[src/pkg/blpd_cfg.svh]
`ifndef BLPD_CFG_SVH
`define BLPD_CFG_SVH

// Configuration word field positions.
`define BLPD_PUMP_FREQ_MSB   8
`define BLPD_PUMP_FREQ_LSB   6
`define BLPD_PUMP_DUTY_MSB   5
`define BLPD_PUMP_DUTY_LSB   4
`define BLPD_DIS_RATE_MSB    3
`define BLPD_DIS_RATE_LSB    2
`define BLPD_DIS_DUTY_MSB    1
`define BLPD_DIS_DUTY_LSB    0
`define BLPD_CFG_WIDTH       9

// Pumping clock frequency codes.
`define BLPD_PF_TAP0         3'h0
`define BLPD_PF_BASE         3'h4
`define BLPD_PF_BASE_DIV2    3'h5
`define BLPD_PF_BASE_DIV4    3'h6
`define BLPD_PF_BASE_DIV8    3'h7

// Duty codes shared by both waveforms.
`define BLPD_DUTY_QUARTER    2'h0
`define BLPD_DUTY_THIRD      2'h1
`define BLPD_DUTY_HALF       2'h2
`define BLPD_DUTY_FULL       2'h3

// Reset configuration: tap 0 quarter duty, tap 8 quarter duty.
`define BLPD_CFG_RESET       9'h000

// Flag operand that addresses the light-enable flag.
`define BLPD_LIGHT_OPERAND   4'h4

// APB register byte addresses.
`define BLPD_ADDR_CONFIG     12'h000
`define BLPD_ADDR_FLAG_SET   12'h004
`define BLPD_ADDR_FLAG_RESET 12'h008
`define BLPD_ADDR_STATUS     12'h00C

// Pre-divider: tap N toggles every 2^N system cycles (tap 0 is a half-rate enable).
`define BLPD_PREDIV_WIDTH    10

`endif

[src/pkg/blpd_pkg.sv]
package blpd_pkg;

    // Driver sequencing states.
    typedef enum logic [3:0] {
        BLPD_IDLE     = 4'b0001,
        BLPD_PRE_DIS  = 4'b0010,
        BLPD_PUMP     = 4'b0100,
        BLPD_POST_DIS = 4'b1000
    } blpd_state_t;

    // APB request carrier.
    typedef struct packed {
        logic        psel;
        logic        penable;
        logic        pwrite;
        logic [11:0] paddr;
        logic [31:0] pwdata;
    } blpd_apb_req_t;

    // APB answer carrier.
    typedef struct packed {
        logic        pready;
        logic        pslverr;
        logic [31:0] prdata;
    } blpd_apb_rsp_t;

    // Decoded waveform configuration.
    typedef struct packed {
        logic [2:0] pump_freq;
        logic [1:0] pump_duty;
        logic [1:0] dis_rate;
        logic [1:0] dis_duty;
    } blpd_cfg_t;

endpackage

[src/logic/blpd_driver.sv]
// The APB register port and the register offsets were decided locally.
`timescale 1ns/1ns
`include "blpd_cfg.svh"

module blpd_driver
    import blpd_pkg::*;
(
    input  wire logic          sys_clk_in,
    input  wire logic          resetn_in,
    input  wire blpd_apb_req_t apb_req_in,
    input  wire logic          backlight_option_in,
    input  wire logic          base_clock_in,
    output blpd_apb_rsp_t      apb_rsp_out,
    output logic               pump_clock_out,
    output logic               discharge_pulse_out,
    output logic               port_select_out
);

    ////////////////////////////////////////////////////////////////////////////
    // Input synchronisers and register file.

    logic                          option_meta;
    logic                          option_sync;
    logic                          base_meta;
    logic                          base_sync;
    logic                          base_prev;
    logic [`BLPD_CFG_WIDTH-1:0]    cfg_word;
    logic                          light_enable_flag;
    blpd_state_t                   state;
    logic                          apb_access;

    // Pin-level option and external base clock cross two flops before use.
    always_ff @(posedge sys_clk_in or negedge resetn_in) begin
        if (!resetn_in) begin
            option_meta <= 1'b0;
            option_sync <= 1'b0;
            base_meta   <= 1'b0;
            base_sync   <= 1'b0;
            base_prev   <= 1'b0;
        end else begin
            option_meta <= backlight_option_in;
            option_sync <= option_meta;
            base_meta   <= base_clock_in;
            base_sync   <= base_meta;
            base_prev   <= base_sync;
        end
    end

    assign apb_access = apb_req_in.psel && apb_req_in.penable;

    // Configuration writes; the waveform logic latches them at period ends.
    always_ff @(posedge sys_clk_in or negedge resetn_in) begin
        if (!resetn_in) begin
            cfg_word <= `BLPD_CFG_RESET;
        end else if (apb_access && apb_req_in.pwrite && apb_req_in.paddr == `BLPD_ADDR_CONFIG) begin
            cfg_word <= apb_req_in.pwdata[`BLPD_CFG_WIDTH-1:0];
        end
    end

    // Flag set/reset only act when the operand addresses the light flag.
    always_ff @(posedge sys_clk_in or negedge resetn_in) begin
        if (!resetn_in) begin
            light_enable_flag <= 1'b0;
        end else if (apb_access && apb_req_in.pwrite &&
                     apb_req_in.pwdata[3:0] == `BLPD_LIGHT_OPERAND) begin
            if (apb_req_in.paddr == `BLPD_ADDR_FLAG_SET) begin
                light_enable_flag <= 1'b1;
            end else if (apb_req_in.paddr == `BLPD_ADDR_FLAG_RESET) begin
                light_enable_flag <= 1'b0;
            end
        end
    end

    // Zero-wait APB answer; unmapped addresses return an error.
    always_ff @(posedge sys_clk_in or negedge resetn_in) begin
        if (!resetn_in) begin
            apb_rsp_out <= '0;
        end else begin
            apb_rsp_out.pready  <= apb_req_in.psel && !apb_req_in.penable;
            apb_rsp_out.pslverr <= 1'b0;
            apb_rsp_out.prdata  <= 32'h0000_0000;
            if (apb_req_in.psel && !apb_req_in.penable) begin
                unique case (apb_req_in.paddr)
                    `BLPD_ADDR_CONFIG:
                        apb_rsp_out.prdata <= {23'h000000, cfg_word};
                    `BLPD_ADDR_FLAG_SET, `BLPD_ADDR_FLAG_RESET:
                        apb_rsp_out.prdata <= 32'h0000_0000;
                    `BLPD_ADDR_STATUS:
                        apb_rsp_out.prdata <= {26'h0000000, option_sync, light_enable_flag, state};
                    default:
                        apb_rsp_out.pslverr <= 1'b1;
                endcase
            end
        end
    end

    ////////////////////////////////////////////////////////////////////////////
    // Pre-divider and rate enables.

    logic [`BLPD_PREDIV_WIDTH-1:0] prediv;
    logic [`BLPD_PREDIV_WIDTH-1:0] prediv_next_val;
    logic [`BLPD_PREDIV_WIDTH-1:0] tap_tick;
    logic                          base_tick;
    logic [2:0]                    base_div;
    logic                          pump_tick;
    logic                          dis_tick;
    blpd_cfg_t                     pump_cfg;
    blpd_cfg_t                     live_cfg;

    assign live_cfg = blpd_cfg_t'(cfg_word);

    // Free-running pre-divider counter.
    always_ff @(posedge sys_clk_in or negedge resetn_in) begin
        if (!resetn_in) begin
            prediv <= '0;
        end else begin
            prediv <= prediv_next_val;
        end
    end

    assign prediv_next_val = prediv + `BLPD_PREDIV_WIDTH'(1);

    // Tap N enable pulses once per 2^(N+1) cycles, on the carry out of bit N.
    genvar gi;
    generate
        for (gi = 0; gi < `BLPD_PREDIV_WIDTH; gi++) begin : g_tap
            assign tap_tick[gi] = prediv[gi] && !prediv_next_val[gi];
        end
    endgenerate

    // Base clock rising edges, further divided for the slower pump settings.
    assign base_tick = base_sync && !base_prev;

    always_ff @(posedge sys_clk_in or negedge resetn_in) begin
        if (!resetn_in) begin
            base_div <= 3'h0;
        end else if (base_tick) begin
            base_div <= base_div + 3'h1;
        end
    end

    // Pump rate select from the latched settings.
    always_comb begin
        unique case (pump_cfg.pump_freq)
            `BLPD_PF_BASE:      pump_tick = base_tick;
            `BLPD_PF_BASE_DIV2: pump_tick = base_tick && base_div[0];
            `BLPD_PF_BASE_DIV4: pump_tick = base_tick && (base_div[1:0] == 2'h3);
            `BLPD_PF_BASE_DIV8: pump_tick = base_tick && (base_div == 3'h7);
            default:            pump_tick = tap_tick[0];
        endcase
    end

    // Discharge rate: code 0 is tap 8 down to code 3 at tap 5.
    always_comb begin
        unique case (pump_cfg.dis_rate)
            2'h0: dis_tick = tap_tick[8];
            2'h1: dis_tick = tap_tick[7];
            2'h2: dis_tick = tap_tick[6];
            2'h3: dis_tick = tap_tick[5];
        endcase
    end

    ////////////////////////////////////////////////////////////////////////////
    // Waveform shaping. Each period is twelve sub-steps so 1/4, 1/3, 1/2
    // and full duty all land on whole steps; each selected tick advances the
    // phase counter by one sub-step, so a period spans twelve ticks.

    logic [3:0] pump_phase;
    logic [3:0] dis_phase;
    logic       pump_level;
    logic       dis_level;
    logic       pump_wrap;
    logic       dis_wrap;

    // Duty threshold in twelfths for a two-bit duty code.
    function automatic logic [3:0] duty_steps(input logic [1:0] code);
        unique case (code)
            `BLPD_DUTY_QUARTER: duty_steps = 4'h3;
            `BLPD_DUTY_THIRD:   duty_steps = 4'h4;
            `BLPD_DUTY_HALF:    duty_steps = 4'h6;
            `BLPD_DUTY_FULL:    duty_steps = 4'hC;
        endcase
    endfunction

    assign pump_wrap = pump_tick && (pump_phase == 4'hB);
    assign dis_wrap  = dis_tick && (dis_phase == 4'hB);

    // Settings are sampled only at a pump or discharge period boundary or while idle.
    always_ff @(posedge sys_clk_in or negedge resetn_in) begin
        if (!resetn_in) begin
            pump_cfg <= blpd_cfg_t'(`BLPD_CFG_RESET);
        end else if (state == BLPD_IDLE || pump_wrap || dis_wrap) begin
            pump_cfg <= live_cfg;
        end
    end

    // Pump phase counter; restarts whenever pumping is not allowed.
    always_ff @(posedge sys_clk_in or negedge resetn_in) begin
        if (!resetn_in) begin
            pump_phase <= 4'h0;
        end else if (state != BLPD_PUMP) begin
            pump_phase <= 4'h0;
        end else if (pump_tick) begin
            pump_phase <= pump_wrap ? 4'h0 : pump_phase + 4'h1;
        end
    end

    // Discharge phase counter; runs only during a discharge state.
    always_ff @(posedge sys_clk_in or negedge resetn_in) begin
        if (!resetn_in) begin
            dis_phase <= 4'h0;
        end else if (state != BLPD_PRE_DIS && state != BLPD_POST_DIS) begin
            dis_phase <= 4'h0;
        end else if (dis_tick) begin
            dis_phase <= dis_wrap ? 4'h0 : dis_phase + 4'h1;
        end
    end

    assign pump_level = (pump_phase < duty_steps(pump_cfg.pump_duty));
    assign dis_level  = (dis_phase < duty_steps(pump_cfg.dis_duty));

    ////////////////////////////////////////////////////////////////////////////
    // Sequencer: idle, discharge, pump, discharge, idle.

    blpd_state_t next_state;

    always_comb begin
        next_state = state;
        unique case (state)
            // Start on a discharge tick so the first discharge period is whole, not clipped.
            BLPD_IDLE:
                if (light_enable_flag && dis_tick) next_state = BLPD_PRE_DIS;
            BLPD_PRE_DIS:
                if (dis_wrap) next_state = light_enable_flag ? BLPD_PUMP : BLPD_IDLE;
            BLPD_PUMP:
                if (!light_enable_flag && pump_wrap) next_state = BLPD_POST_DIS;
            BLPD_POST_DIS:
                if (dis_wrap) next_state = light_enable_flag ? BLPD_PRE_DIS : BLPD_IDLE;
            default:
                next_state = BLPD_IDLE;
        endcase
    end

    always_ff @(posedge sys_clk_in or negedge resetn_in) begin
        if (!resetn_in) begin
            state <= BLPD_IDLE;
        end else begin
            state <= next_state;
        end
    end

    ////////////////////////////////////////////////////////////////////////////
    // Registered outputs. Pins are released to their other roles unless the
    // backlight option is strapped, and both outputs stay low when idle.

    always_ff @(posedge sys_clk_in or negedge resetn_in) begin
        if (!resetn_in) begin
            pump_clock_out      <= 1'b0;
            discharge_pulse_out <= 1'b0;
            port_select_out     <= 1'b0;
        end else begin
            port_select_out     <= option_sync;
            // Pumping only in the pump state, so it never overlaps a discharge.
            pump_clock_out      <= option_sync && state == BLPD_PUMP && pump_level;
            discharge_pulse_out <= option_sync && dis_level &&
                                   (state == BLPD_PRE_DIS || state == BLPD_POST_DIS);
        end
    end

endmodule // blpd_driver

[config.mk]
export PLATFORM = sky130hd
export DESIGN_NAME = blpd_driver
export DESIGN_NICKNAME = d
export VERILOG_FILES = /design/src/pkg/blpd_pkg.sv /design/src/logic/blpd_driver.sv
export VERILOG_INCLUDE_DIRS = /design/src /design/src/pkg
export SDC_FILE = /design/constraint.sdc
export NUM_CORES = 1
export LEC_CHECK = 0
export BUFFER_PORTS_ARGS = -buffer_cell sky130_fd_sc_hd__buf_4
export CAP_MARGIN = 20
export CORE_MARGIN = 1
export CORE_UTILIZATION = 51
export DETAILED_ROUTE_END_ITERATION = 10
export GPL_ROUTABILITY_DRIVEN = 0
export GPL_TIMING_DRIVEN = 0
export PLACE_DENSITY = 0.83
export SETUP_SLACK_MARGIN = 0.1
export SLEW_MARGIN = 30
export SYNTH_ARGS = -nofsm -noshare
export SYNTH_HDL_FRONTEND = slang
export SYNTH_SLANG_ARGS = --single-unit
[constraint.sdc]
create_clock -name sys_clk_in -period 2.7 [get_ports sys_clk_in]
set_input_delay 0.405 -clock sys_clk_in [delete_from_list [all_inputs] [get_ports sys_clk_in]]
set_output_delay 0.405 -clock sys_clk_in [all_outputs]
set_load 0.03 [all_outputs]
; ---- After elaboration in Yosys (flattened, before gate mapping)
; Index checks and enable logic that the tools add are counted.
; W data, S select, Z words.
[totals]
elab_cells = 126
ff_bits = 86
in_bits = 51
[op_classes]
reduce_logical = 44
n_eq_ne = 32
order_cmp = 2
addsub = 4
mux = 22
[op_table]
columns = operator, n
row1 = $pmux W4 S4, 3
row2 = $mux W4, 10
row3 = $mux W33, 1
row4 = $eq A12 B4 Y1 const B, 2
row5 = $logic_and A1 B1 Y1, 23
row6 = $pmux W9 S2, 1
row7 = $eq A3 B3 Y1 const B, 5
row8 = $eq A2 B2 Y1 const B, 7
row9 = $eq A12 B3 Y1 const B, 1
row10 = $eq A4 B4 Y1 const B, 3
row11 = $logic_not A12 Y1, 1
row12 = $add A10 B1 Y10 const B, 1
row13 = $add A4 B1 Y4 const B, 2
row14 = $eq A4 B3 Y1 const B, 2
row15 = $logic_not A1 Y1, 8
row16 = $lt A4 B4 Y1, 2
row17 = $pmux W1 S4, 2
row18 = $eq A2 B1 Y1 const B, 3
row19 = $logic_not A2 Y1, 3
row20 = $ne A2 B2 Y1 const B, 3
row21 = $reduce_bool A2 Y1, 3
row22 = $eq A4 B1 Y1 const B, 1
row23 = $eq A4 B2 Y1 const B, 1
row24 = $ne A4 B2 Y1 const B, 1
row25 = other kinds (11), 15

; ---- Depth between registers and ports, before layout
; Gate-level depths: netlist (run 1).
[logic_depth]
ltp_word = 8
ltp_mapped = 9
mapped_depth_nobuf = 9

; ---- Worst setup path after synthesis (run 1)
; Ideal clock, no wire load.
[synth_timing]
path_type = register to register
startpoint = reg prediv[0]
endpoint = reg pump_cfg[0] in the netlist's numbering
period_less_slack_ns = 2.379
path_stages_with_launch = 9
setup_slack_ns = 0.321
arrival_ns = 2.255
setup_time_ns = 0.125
n_path_buf = 0
cell_sequence = dfrtp_1 > ha_1 > and3_1 > ha_1 > mux4_2 > and3_1 > nor2_1 > o21ai_2 > mux2_2
[synth_between]
elab_chain_len = 7
word_cells_on_any_way = 17
classes_between = add/sub: 1 / mux: 2 / reduce/logical: 14
[synth_rtl]
columns = element, line
row1 = from (decl), blpd_driver.sv:100  ; logic [`BLPD_PREDIV_WIDTH-1:0] prediv;
row2 = from (signal assigned), blpd_driver.sv:117  ; prediv <= prediv_next_val;
row3 = $add A10 B1 Y10, blpd_driver.sv:121  ; assign prediv_next_val = prediv + `BLPD_PREDIV_WIDTH'(1);
row4 = $logic_not A1 Y1, blpd_driver.sv:127  ; assign tap_tick[gi] = prediv[gi] && !prediv_next_val[gi];
row5 = $logic_and A1 B1 Y1, blpd_driver.sv:127
row6 = $pmux W1 S4, blpd_driver.sv:144  ; unique case (pump_cfg.pump_freq)
row7 = $logic_and A1 B1 Y1, blpd_driver.sv:185  ; assign pump_wrap = pump_tick && (pump_phase == 4'hB);
row8 = $logic_or A1 B1 Y1, blpd_driver.sv:192  ; end else if (state == BLPD_IDLE || pump_wrap || dis_wrap) begin
row9 = $logic_or A1 B1 Y1 (*), blpd_driver.sv:192
row10 = to (signal assigned), blpd_driver.sv:191  ; pump_cfg <= blpd_cfg_t'(`BLPD_CFG_RESET);
row11 = to (signal assigned), blpd_driver.sv:193  ; pump_cfg <= live_cfg;
row12 = to (decl), blpd_driver.sv:107  ; blpd_cfg_t pump_cfg;
; Every way passes the cells marked *; elsewhere a longest branch is shown, timed or not.
; A chain may end at the register's enable or synchronous reset.

; ---- Worst setup path in the final report (run 1)
[layout_timing]
startpoint = reg prediv[0]
endpoint = reg pump_cfg[1] in the netlist's numbering
; The elaborated chain is that of the path after synthesis.

==> out/metrics.csv, run 1 <==
stage,metric,value,unit
grt,grt_max_degree,63,
setup_path,rrSetupSlack,180,ps
yosys,yosysUniqueCellTypes,43,
floorplanning,rows,27,
placement,io_buffers,41,
grt,grt_pass1_vias,2064,
route,routed_via_density,5.10,
sta,grt_setup_unrepaired,false,
finish,fill_cells,409,
sta,hold_viol,0,
setup_path,worstSetupStartpointType,flop,
route,drc,0,
yosys,avgSynthCellArea,11.7,um^2
clock_network,clk_latency,340,ps
route,drt_iter0_drc,209,
route,routed_wirelength,5.57,mm
sta,setup_violations,0,
sta,relSlewSlack,49.3,%
clock_network,htree_levels,3,
grt,grtUsageTotal,20.8,%
yosys,syn_inst,254,
floorplanning,core_region_area,5570,um^2
clock_network,clock-root-buffer,clkbuf_8,
yosys,async_flop_share,100,%
yosys,yosys-top-cells-area,"dfrtp_1 (51%), mux2_2 (8.0%), ha_1 (6.3%)",
clock_network,clk_pin_slew,70,ps
finish,area_growth,24.9,%
clock_network,cts_buffer_depth,2,
finish,final_util,66.5,%
setup_path,cp.required,2920,ps
setup_path,worstPathMaxFanout,9,
setup_path,crit_arrival,2740,ps
sta,finalCritPeriodShare,93.5,%
power_and_ir_drop,leakage,1.83,nW
sta,skew,10.9,ps
yosys,yosysWarnings,0,
grt,grt_pass1_wl,9.54,mm
power_and_ir_drop,powerDensity,569,nW/um^2
finish,nets,395,
setup_path,cp-end-kind,flop,
yosys,synth_area,2970,um^2
sta,clock.fmax,396,MHz
yosys,synth_seq_cells,62,
route,num_vias,2071,
clock_network,numCtsBuffers,9,
sta,worstMarginPinSlew,760,ps
floorplanning,initial_core_util,53.3,%
grt,grt_overflow,0,
sta,drv_slew,0,
floorplanning,ioPinCount,88,
route,avgRoutedWirePerCell,13.7,um
yosys,synth_top_area_share,51.4,%
yosys,yosysSeqAreaShare,52.3,%
clock_network,cts_tree,built,
yosys,synth_enable_flop_cells,0,
route,firstDrtPassIters,4,
finish,num_antenna_cells,0,
yosys,yosysTopAreaCell,dfrtp_1,
sta,fin_crit,2520,ps
route,antenna_left,0,
floorplanning,dieArea,6130,um^2
finish,drive_gt1_share,33.8,%
status,status,finished clean,
grt,antenna_found_initial,0,
sta,setup_tns,0,ps
flow_run,maxCapViolCount,0,
power_and_ir_drop,ir_drop,0.462,mV
clock_network,clock-sinks,62,
power_and_ir_drop,total_power,2.11,mW
yosys,synth_top_flop_cell,dfrtp_1,
floorplanning,die_y,78.3,um
placement,dpl.hpwl,4.10,mm
setup_path,worstSetupPathType,reg -> reg,
floorplanning,fp.dieW,78.3,um
min_path,hold_class,in -> async,
[where the power goes]
| part | internal [mW] | total [mW] | switching, mW |
|---|---|---|---|
| logic | 0.0902 | 0.202 | 0.112 |
| registers | 0.959 | 0.978 | 0.0197 |
| clock network | 0.570 | 0.930 | 0.361 |
| total | 1.62 | 2.11 | 0.492 |
[layout by cell type (no fill, tap or decap), types with 3 or more instances in the layout]
cell type and count:
a21oi_1 7, a22oi_1 7, and2_1 3, and3_1 4
buf_4 65, clkbuf_1 3, clkbuf_8 11, conb_1 23
dfrtp_1 61, ha_1 15, inv_1 3, mux2_2 21
mux2i_1 4, nand2_1 16, nand2b_1 3, nand3_1 5
nor2_1 20, nor2b_1 4, nor3_1 5, o21ai_0 8
or3_1 4, xnor2_1 5
[flip-flops by register name, summed over array words and instances, names as in the netlist]
name / flops
apb_rsp_out: 11
base_div: 3
base_meta: 1
base_prev: 1
base_sync: 1
cfg_word: 9
dis_phase: 4
discharge_pulse_out: 1
light_enable_flag: 1
option_meta: 1
option_sync: 1
port_select_out: 1
prediv: 9
pump_cfg: 9
pump_clock_out: 1
pump_phase: 4
state: 4
[layer usage]
| layer | wire length (um) | GRT usage, % | vias to the layer above | part of all wire (%) |
|---|---|---|---|---|
| met3 | 283 | 6.05 | 12 | 5.1 |
| met1 | 2270 | 24.6 | 988 | 41 |
| met5 | 0 | 0 | - | 0 |
| met2 | 2900 | 34.9 | 62 | 52 |
| met4 | 119 | 9.44 | 0 | 2.1 |
| li1 | - | - | 1009 | - |
[layout make-up]
type | instances | area (um^2) | area share [%]
clock inverter | 5 | 81.3 | 2.19
inverter | 3 | 11.3 | 0.304
clock buffer | 11 | 151 | 4.08
timing repair buffer | 42 | 315 | 8.50
multi-input combinational | 185 | 1320 | 35.6
buffer | 26 | 184 | 4.96
sequential | 62 | 1550 | 41.9
tap | 72 | 90.1 | 2.43
[cells by family (layout without fill, tap and decap cells)]
logic type	after synthesis	count (layout)	share of synthesized area, %
AND/OR/NAND/NOR	81	81	15.2
flip-flops	62	62	52.3
AO/OA/AOI/OAI	33	33	7.33
buffers and inverters	29	87	6.57
multiplexers	26	26	10.1
adder cells (fa/ha/maj)	15	15	6.32
XOR/XNOR	7	7	2.06
other	1	23	0.126
[path summary, 6_finish.rpt]
| check | startpoint | to | cells past startpoint |
|---|---|---|---|
| min | resetn_in | apb_rsp_out[32] | 1 |
| max reg2reg | prediv[0] | pump_cfg[1] | 8 |
| max in group asynchronous | resetn_in | pump_phase[1] | 1 |
| min reg2reg | option_meta | option_sync | 0 |
| max | prediv[0] | pump_cfg[1] | 8 |
| min in group sys_clk_in | backlight_option_in | option_meta | 1 |
[cells in the mapped netlist (3+ instances only)]
| library cell | count |
|---|---|
| and3_1 | 4 |
| mux2i_1 | 4 |
| nor2b_1 | 4 |
| nor2_1 | 21 |
| a22oi_1 | 7 |
| nand2_1 | 16 |
| or3_1 | 4 |
| dfrtp_1 | 61 |
| mux2_2 | 21 |
| and2_1 | 3 |
| nand2b_1 | 3 |
| inv_1 | 3 |
| xnor2_1 | 5 |
| a21oi_1 | 7 |
| nand3_1 | 5 |
| nor3_1 | 5 |
| o21ai_0 | 8 |
| ha_1 | 15 |
| clkbuf_1 | 3 |
| buf_4 | 23 |
[critical path, cell delays in order (launching register included)]
cell and delay (ps):
dfrtp_1 440, ha_1 270, and3_1 160, ha_1 180
mux4_2 510, and3_1 260, nor2_2 140, o21ai_4 140
mux2_2 310
[stage by stage]
stage               cell area [um^2]  worst slack, ps  instances  hold slack (ps)
detailed placement              3450            -14.1        389              336
floorplan                       3050              321        276              109
global route                    3710              112        406              153
finish                          3710              175        406              138
CTS                             3700              140        406              153
global placement                3450              108        389              333
[timing repair]
action                     CTS  global route
hold buffers                 0             0
buffers inserted             1             0
setup endpoints to repair    9            10
hold endpoints to repair     0             0
gates resized for setup      2             3
(Power assumes the default switching activity.)
==> run 2: changes to the inputs <==
--- a/config.mk
+++ b/config.mk
@@ -8,12 +8,15 @@
 export LEC_CHECK = 0
 export BUFFER_PORTS_ARGS = -buffer_cell sky130_fd_sc_hd__buf_4
 export CAP_MARGIN = 20
+export CELL_PAD_IN_SITES_DETAIL_PLACEMENT = 0
+export CELL_PAD_IN_SITES_GLOBAL_PLACEMENT = 1
 export CORE_MARGIN = 1
-export CORE_UTILIZATION = 51
+export CORE_UTILIZATION = 36
+export CTS_CLUSTER_DIAMETER = 40
 export DETAILED_ROUTE_END_ITERATION = 10
 export GPL_ROUTABILITY_DRIVEN = 0
 export GPL_TIMING_DRIVEN = 0
-export PLACE_DENSITY = 0.83
+export PLACE_DENSITY = 0.8
 export SETUP_SLACK_MARGIN = 0.1
 export SLEW_MARGIN = 30
 export SYNTH_ARGS = -nofsm -noshare
==> constraint.sdc (replaced) <==
create_clock -name sys_clk_in -period 2.2 [get_ports sys_clk_in]
set_input_delay 0.33 -clock sys_clk_in [delete_from_list [all_inputs] [get_ports sys_clk_in]]
set_output_delay 0.33 -clock sys_clk_in [all_outputs]
set_load 0.03 [all_outputs]
==> out/metrics.csv, run 2 (synthesis results as in run 1) <==
stage,metric,value,unit,change
status,status,finished with violations,,
status,violations,setup timing,,
sta,drv_slew,0,,unchanged
power_and_ir_drop,ir_drop,0.335,mV,-27%
route,firstDrtPassIters,4,,unchanged
grt,grt_pass1_wl,9.98,mm,+4.6%
route,avgRoutedWirePerCell,12.8,um,-7.0%
finish,drive_gt1_share,41.7,%,+7.9 points
grt,grtUsageTotal,14.9,%,-5.8 points
min_path,hold_class,in -> async,,
grt,grt_overflow,0,,unchanged
setup_path,crit_buf_inv,1,,+1
setup_path,crit_arrival,2490,ps,-250 ps
floorplanning,ioPinCount,88,,unchanged
sta,finalCritPeriodShare,103,%,+9.5 points
placement,dpl-instance-area,3560,um^2,+3.1%
placement,dpl.hpwl,4.00,mm,-2.3%
finish,fin_area,4010,um^2,+8.2%
clock_network,clk_pin_slew,70,ps,about the same
floorplanning,core_region_area,7850,um^2,+41%
grt,grt_pass1_vias,2137,,+3.5%
finish,final_cell_mix,"buf_4 (77), dfrtp_1 (60), conb_1 (23), nor2_1 (17), nand2_1 (15)",,
sta,setup_violations,10,,+10
clock_network,clk_latency,330,ps,about the same
setup_path,cp-end-kind,flop,,
route,routed_wirelength,5.77,mm,+3.5%
clock_network,clock-sinks,62,,unchanged
sta,grt_setup_unrepaired,true,,
setup_path,worstPathMaxFanout,7,,-2
placement,io_buffers,41,,unchanged
placement,pre_cts_ws,-337,ps,-323 ps
route,drc,0,,unchanged
route,num_vias,2109,,+1.8%
clock_network,cts_buffer_depth,2,,unchanged
clock_network,cts_tree,built,,
sta,fin_crit,2270,ps,-258 ps
route,antenna_left,0,,unchanged
flow_run,maxCapViolCount,0,,unchanged
finish,nets,411,,+4.1%
setup_path,worstSetupPathType,reg -> reg,,
floorplanning,fp.dieW,92.8,um,+19%
sta,setup_slack,-67.0,ps,-242 ps
sta,worstMarginPinSlew,768,ps,+7.54 ps
floorplanning,initial_core_util,37.8,%,-15 points
sta,relSlewSlack,48.8,%,-0.50 points
clock_network,numCtsBuffers,9,,unchanged
floorplanning,rows,32,,+19%
power_and_ir_drop,leakage,1.91,nW,+4.5%
setup_path,cpPeakStageDelay,470,ps,-40 ps
finish,fill_cells,712,,+74%
setup_path,crit_family,multiplexers,,
route,routed_via_density,4.67,,-8.5%
finish,num_antenna_cells,0,,unchanged
clock_network,ctsHoldBuffers,0,,unchanged
finish,largest_register,apb_rsp_out,,
clock_network,clock-root-buffer,clkbuf_8,,
grt,antenna_found_initial,0,,unchanged
setup_path,cp.required,2420,ps,-500 ps
floorplanning,dieArea,8610,um^2,+41%
power_and_ir_drop,powerDensity,623,nW/um^2,+9.5%
grt,grt_max_degree,63,,unchanged
setup_path,critPathSlowestCell,mux4_2,,
clock_network,htree_levels,3,,unchanged
finish,area_growth,35.1,%,
setup_path,crit_chain,ha_4 -> and3_4 -> ha_4 -> mux4_2 -> and3_4 -> nor2_4 -> o21ai_4 -> buf_12 -> mux2_2,,
finish,largest_reg_flops,11,,unchanged
route,drt_iter0_drc,60,,-71%
sta,finalHoldWorstSlack,70.0,ps,-68.2 ps
setup_path,worstSetupStartpointType,flop,,
sta,hold_viol,0,,unchanged
sta,clock.fmax,441,MHz,+11%
floorplanning,die_y,92.8,um,+19%
finish,layout_commonest_cell,buf_4,,
sta,skew,11.0,ps,+0.0707 ps
run 2: cell types whose count changed in the layout (fill, tap and decap cells not counted), sizes merged:
cell,before,now
bufinv,2,1
buf,65,81
clkbuf,14,16
clkinvlp,1,0
run 2: cell type report:
| type | count | area, um^2 | share of cell area, % |
|---|---|---|---|
| clock inverters | 3 | 43.8 | 1.09 |
| inverters | 3 | 11.3 | 0.281 |
| flip-flops and latches | 62 | 1550 | 38.8 |
| clock buffers | 13 | 149 | 3.71 |
| multi-input cells | 185 | 1480 | 36.9 |
| well taps | 102 | 128 | 3.18 |
| plain buffers | 26 | 184 | 4.59 |
| repair buffers | 58 | 459 | 11.5 |
run 2: metrics by stage:
stage	TNS (ps)	cells	total power [mW]	utilization, %
3_3_place_gp	-4830	419	1.46	45.3
4_1_cts	-511	451	2.53	50.8
3_5_place_dp	-5140	419	1.47	45.3
2_1_floorplan	-412	276	1.37	-
5_1_grt	-1310	452	2.64	51.1
6_report	-547	452	2.50	51.1
run 2: report_power, final:
| group | total, mW | internal [mW] | switching [mW] |
|---|---|---|---|
| logic | 0.315 | 0.156 | 0.159 |
| clock network | 0.974 | 0.556 | 0.418 |
| registers | 1.21 | 1.18 | 0.0339 |
run 2: worst paths after layout:
check	slack [ps]	endpoint	depth (start not counted)	startpoint
min in group sys_clk_in	100	base_meta	1	base_clock_in
setup / recovery	-70	pump_cfg[2]	9	prediv[0]
hold reg to reg	350	option_sync	0	option_meta
setup reg to reg	-70	pump_cfg[2]	9	prediv[0]
max in group asynchronous	1570	prediv[0]	1	resetn_in
hold / removal	70	apb_rsp_out[32]	1	resetn_in
run 2: worst register-to-register path, stage by stage (launching register included):
cell	delay (ps)
dfrtp_2	430
ha_4	170
and3_4	150
ha_4	140
mux4_2	470
and3_4	210
nor2_4	100
o21ai_4	80
buf_12	150
mux2_2	270
run 2: routing by layer:
layer	vias to the layer above	share of wire (%)	global-route usage, %
li1	1040	-	-
met1	1012	44	18.2
met2	50	51	25.4
met3	7	4.5	3.94
met4	0	1.1	5.38
met5	-	0	0
run 2: repair_timing:
action                     4_1_cts  5_1_grt
gates cloned                     0        0
setup endpoints to repair       25       15
resized for setup               22        6
pin swaps                        8        2
setup buffers                   16        1
==> run 3: changes to the inputs <==
--- a/config.mk
+++ b/config.mk
@@ -6,7 +6,7 @@
 export SDC_FILE = /design/constraint.sdc
 export NUM_CORES = 1
 export LEC_CHECK = 0
-export BUFFER_PORTS_ARGS = -buffer_cell sky130_fd_sc_hd__buf_4
+export BUFFER_PORTS_ARGS = -buffer_cell sky130_fd_sc_hd__buf_2
 export CAP_MARGIN = 20
 export CELL_PAD_IN_SITES_DETAIL_PLACEMENT = 0
 export CELL_PAD_IN_SITES_GLOBAL_PLACEMENT = 1
==> out/metrics.csv, run 3 (synthesis results as in run 1) <==
stage,metric,value,unit,change
status,status,finished with violations,,
finish,largest_reg_flops,11,,unchanged
clock_network,cts_tree,built,,
setup_path,crit_start,prediv[0],,
sta,fin_crit,2300,ps,+31.2 ps
floorplanning,rows,32,,unchanged
power_and_ir_drop,leakage,1.89,nW,-1.0%
finish,fin_area,3910,um^2,-2.4%
setup_path,reg2reg_to,pump_cfg[3],,
sta,relSlewSlack,48.5,%,-0.34 points
clock_network,clock-sinks,62,,unchanged
clock_network,cts_buffer_depth,2,,unchanged
setup_path,worstSetupPathType,reg -> reg,,
clock_network,numCtsBuffers,9,,unchanged
sta,setup_slack,-98.1,ps,-31.2 ps
sta,drv_slew,0,,unchanged
setup_path,worstPathMaxFanout,9,,+2
clock_network,ctsHoldBuffers,0,,unchanged
setup_path,r2r-start,prediv[0],,
power_and_ir_drop,powerDensity,642,nW/um^2,+2.9%
floorplanning,initial_core_util,37.8,%,unchanged
sta,setup_violations,11,,+1
finish,area_growth,31.8,%,
setup_path,reg2regPathDepth,9,,unchanged
sta,clock.fmax,435,MHz,-1.4%
setup_path,cp.required,2440,ps,+20 ps
route,drt_iter0_drc,90,,+50%
grt,grt_pass1_wl,9.65,mm,-3.2%
route,num_vias,2122,,+0.62%
status,violations,setup timing,,
setup_path,cp-end-kind,flop,,
finish,num_antenna_cells,0,,unchanged
setup_path,rrSetupSlack,-100,ps,-30 ps
setup_path,crit_chain,ha_4 -> and3_4 -> ha_4 -> mux4_2 -> and3_4 -> nor2_4 -> o21ai_4 -> buf_12 -> mux2_2,,
setup_path,crit_path_end,pump_cfg[3],,
finish,drive_gt1_share,42.1,%,+0.41 points
grt,grtUsageTotal,14.8,%,-0.15 points
sta,finalCritPeriodShare,104,%,+1.4 points
placement,placedCellCount,419,,unchanged
clock_network,htree_levels,3,,unchanged
clock_network,clk_pin_slew,70,ps,about the same
floorplanning,ioPinCount,88,,unchanged
grt,grt_max_degree,63,,unchanged
sta,worstMarginPinSlew,773,ps,+5.04 ps
sta,skew,7.97,ps,-2.99 ps
setup_path,critPathSlowestCell,mux4_2,,
floorplanning,fp.dieW,92.8,um,unchanged
floorplanning,core_region_area,7850,um^2,unchanged
grt,grt_pass1_vias,2079,,-2.7%
finish,final_cell_mix,"dfrtp_1 (61), buf_2 (40), buf_4 (37), conb_1 (23), nor2_1 (17)",,
grt,grt_overflow,0,,unchanged
flow_run,maxCapViolCount,0,,unchanged
placement,dpl-instance-area,3460,um^2,-2.8%
finish,fill_cells,718,,+0.84%
min_path,hold_class,in -> async,,
route,routed_via_density,4.71,,+0.84%
route,routed_wirelength,5.84,mm,+1.4%
finish,nets,410,,-0.24%
setup_path,worstSetupStartpointType,flop,,
clock_network,clk_latency,350,ps,+20 ps
sta,hold_viol,0,,unchanged
floorplanning,dieArea,8610,um^2,unchanged
floorplanning,die_y,92.8,um,unchanged
setup_path,cpPeakStageDelay,480,ps,about the same
finish,largest_register,apb_rsp_out,,
sta,grt_setup_unrepaired,true,,
power_and_ir_drop,ir_drop,0.313,mV,-6.8%
route,antenna_left,0,,unchanged
route,firstDrtPassIters,4,,unchanged
finish,fin_cells,451,,-0.22%
finish,layout_commonest_cell,dfrtp_1,,
grt,antenna_found_initial,0,,unchanged
placement,dpl.hpwl,3.96,mm,-0.97%
setup_path,crit_arrival,2540,ps,+50 ps
sta,setup_tns,-848,ps,-300 ps
route,drc,0,,unchanged
route,avgRoutedWirePerCell,13.0,um,+1.6%
clock_network,clock-root-buffer,clkbuf_8,,
placement,io_buffers,41,,unchanged
[run 3: timing repair]
action	in CTS	in global routing
pin swaps	6	6
gates cloned	0	0
setup buffers	11	5
gates resized for setup	11	12
endpoints found under the setup margin	25	17
[run 3: layout make-up]
cell class | count | area (um^2) | share of cell area [%]
inverter | 3 | 11.3 | 0.288
sequential | 62 | 1550 | 39.7
buffer | 26 | 184 | 4.70
tap | 102 | 128 | 3.26
clock inverter | 5 | 57.6 | 1.47
clock buffer | 11 | 151 | 3.87
multi-input combinational | 185 | 1470 | 37.6
timing repair buffer | 57 | 357 | 9.11
[run 3: how the worst min path moves through the flow]
| stage | startpoint | to | slack (ps) | cells after the start |
|---|---|---|---|---|
| floorplan | resetn_in | apb_rsp_out[0] | 30 | 0 |
| global placement | option_meta | option_sync | 330 | 0 |
| detailed placement | option_meta | option_sync | 340 | 0 |
| CTS | base_clock_in | base_meta | 70 | 1 |
| global route | base_clock_in | base_meta | 70 | 1 |
| finish | resetn_in | cfg_word[1] | 50 | 1 |
[run 3: power by group]
| group | leakage [nW] | switching (mW) | internal (mW) | total, mW |
|---|---|---|---|---|
| sequential | 0.826 | 0.0204 | 1.18 | 1.20 |
| combinational | 0.957 | 0.151 | 0.117 | 0.268 |
| clock | 0.109 | 0.462 | 0.584 | 1.05 |
| total | 1.89 | 0.633 | 1.88 | 2.51 |
[run 3: critical path: cells and delay by family (launching register included)]
kind	cells	cell delay [ps]
and+or+nand+nor	3	470
adders and majority gates	2	330
muxes	2	750
DFF	1	420
AOI/OAI and AO/OA	1	70
buffers and inverters	1	150
[run 3: layer usage]
metal / track usage, % / wire length (um)
met5: 0 / 0
met1: 17.6 / 2580
met3: 4.27 / 326
met4: 6.92 / 104
met2: 24.5 / 2840
[run 3: through the flow]
| stage | utilization [%] | hold WS [ps] | power, mW | setup slack, ps |
|---|---|---|---|---|
| 2_1_floorplan | - | 34.4 | 1.37 | -45.7 |
| 3_3_place_gp | 44.0 | 332 | 1.44 | -314 |
| 6_report | 49.9 | 49.7 | 2.51 | -98.1 |
| 4_1_cts | 48.7 | 69.7 | 2.52 | -133 |
| 3_5_place_dp | 44.1 | 337 | 1.46 | -341 |
| 5_1_grt | 49.9 | 66.3 | 2.63 | -150 |
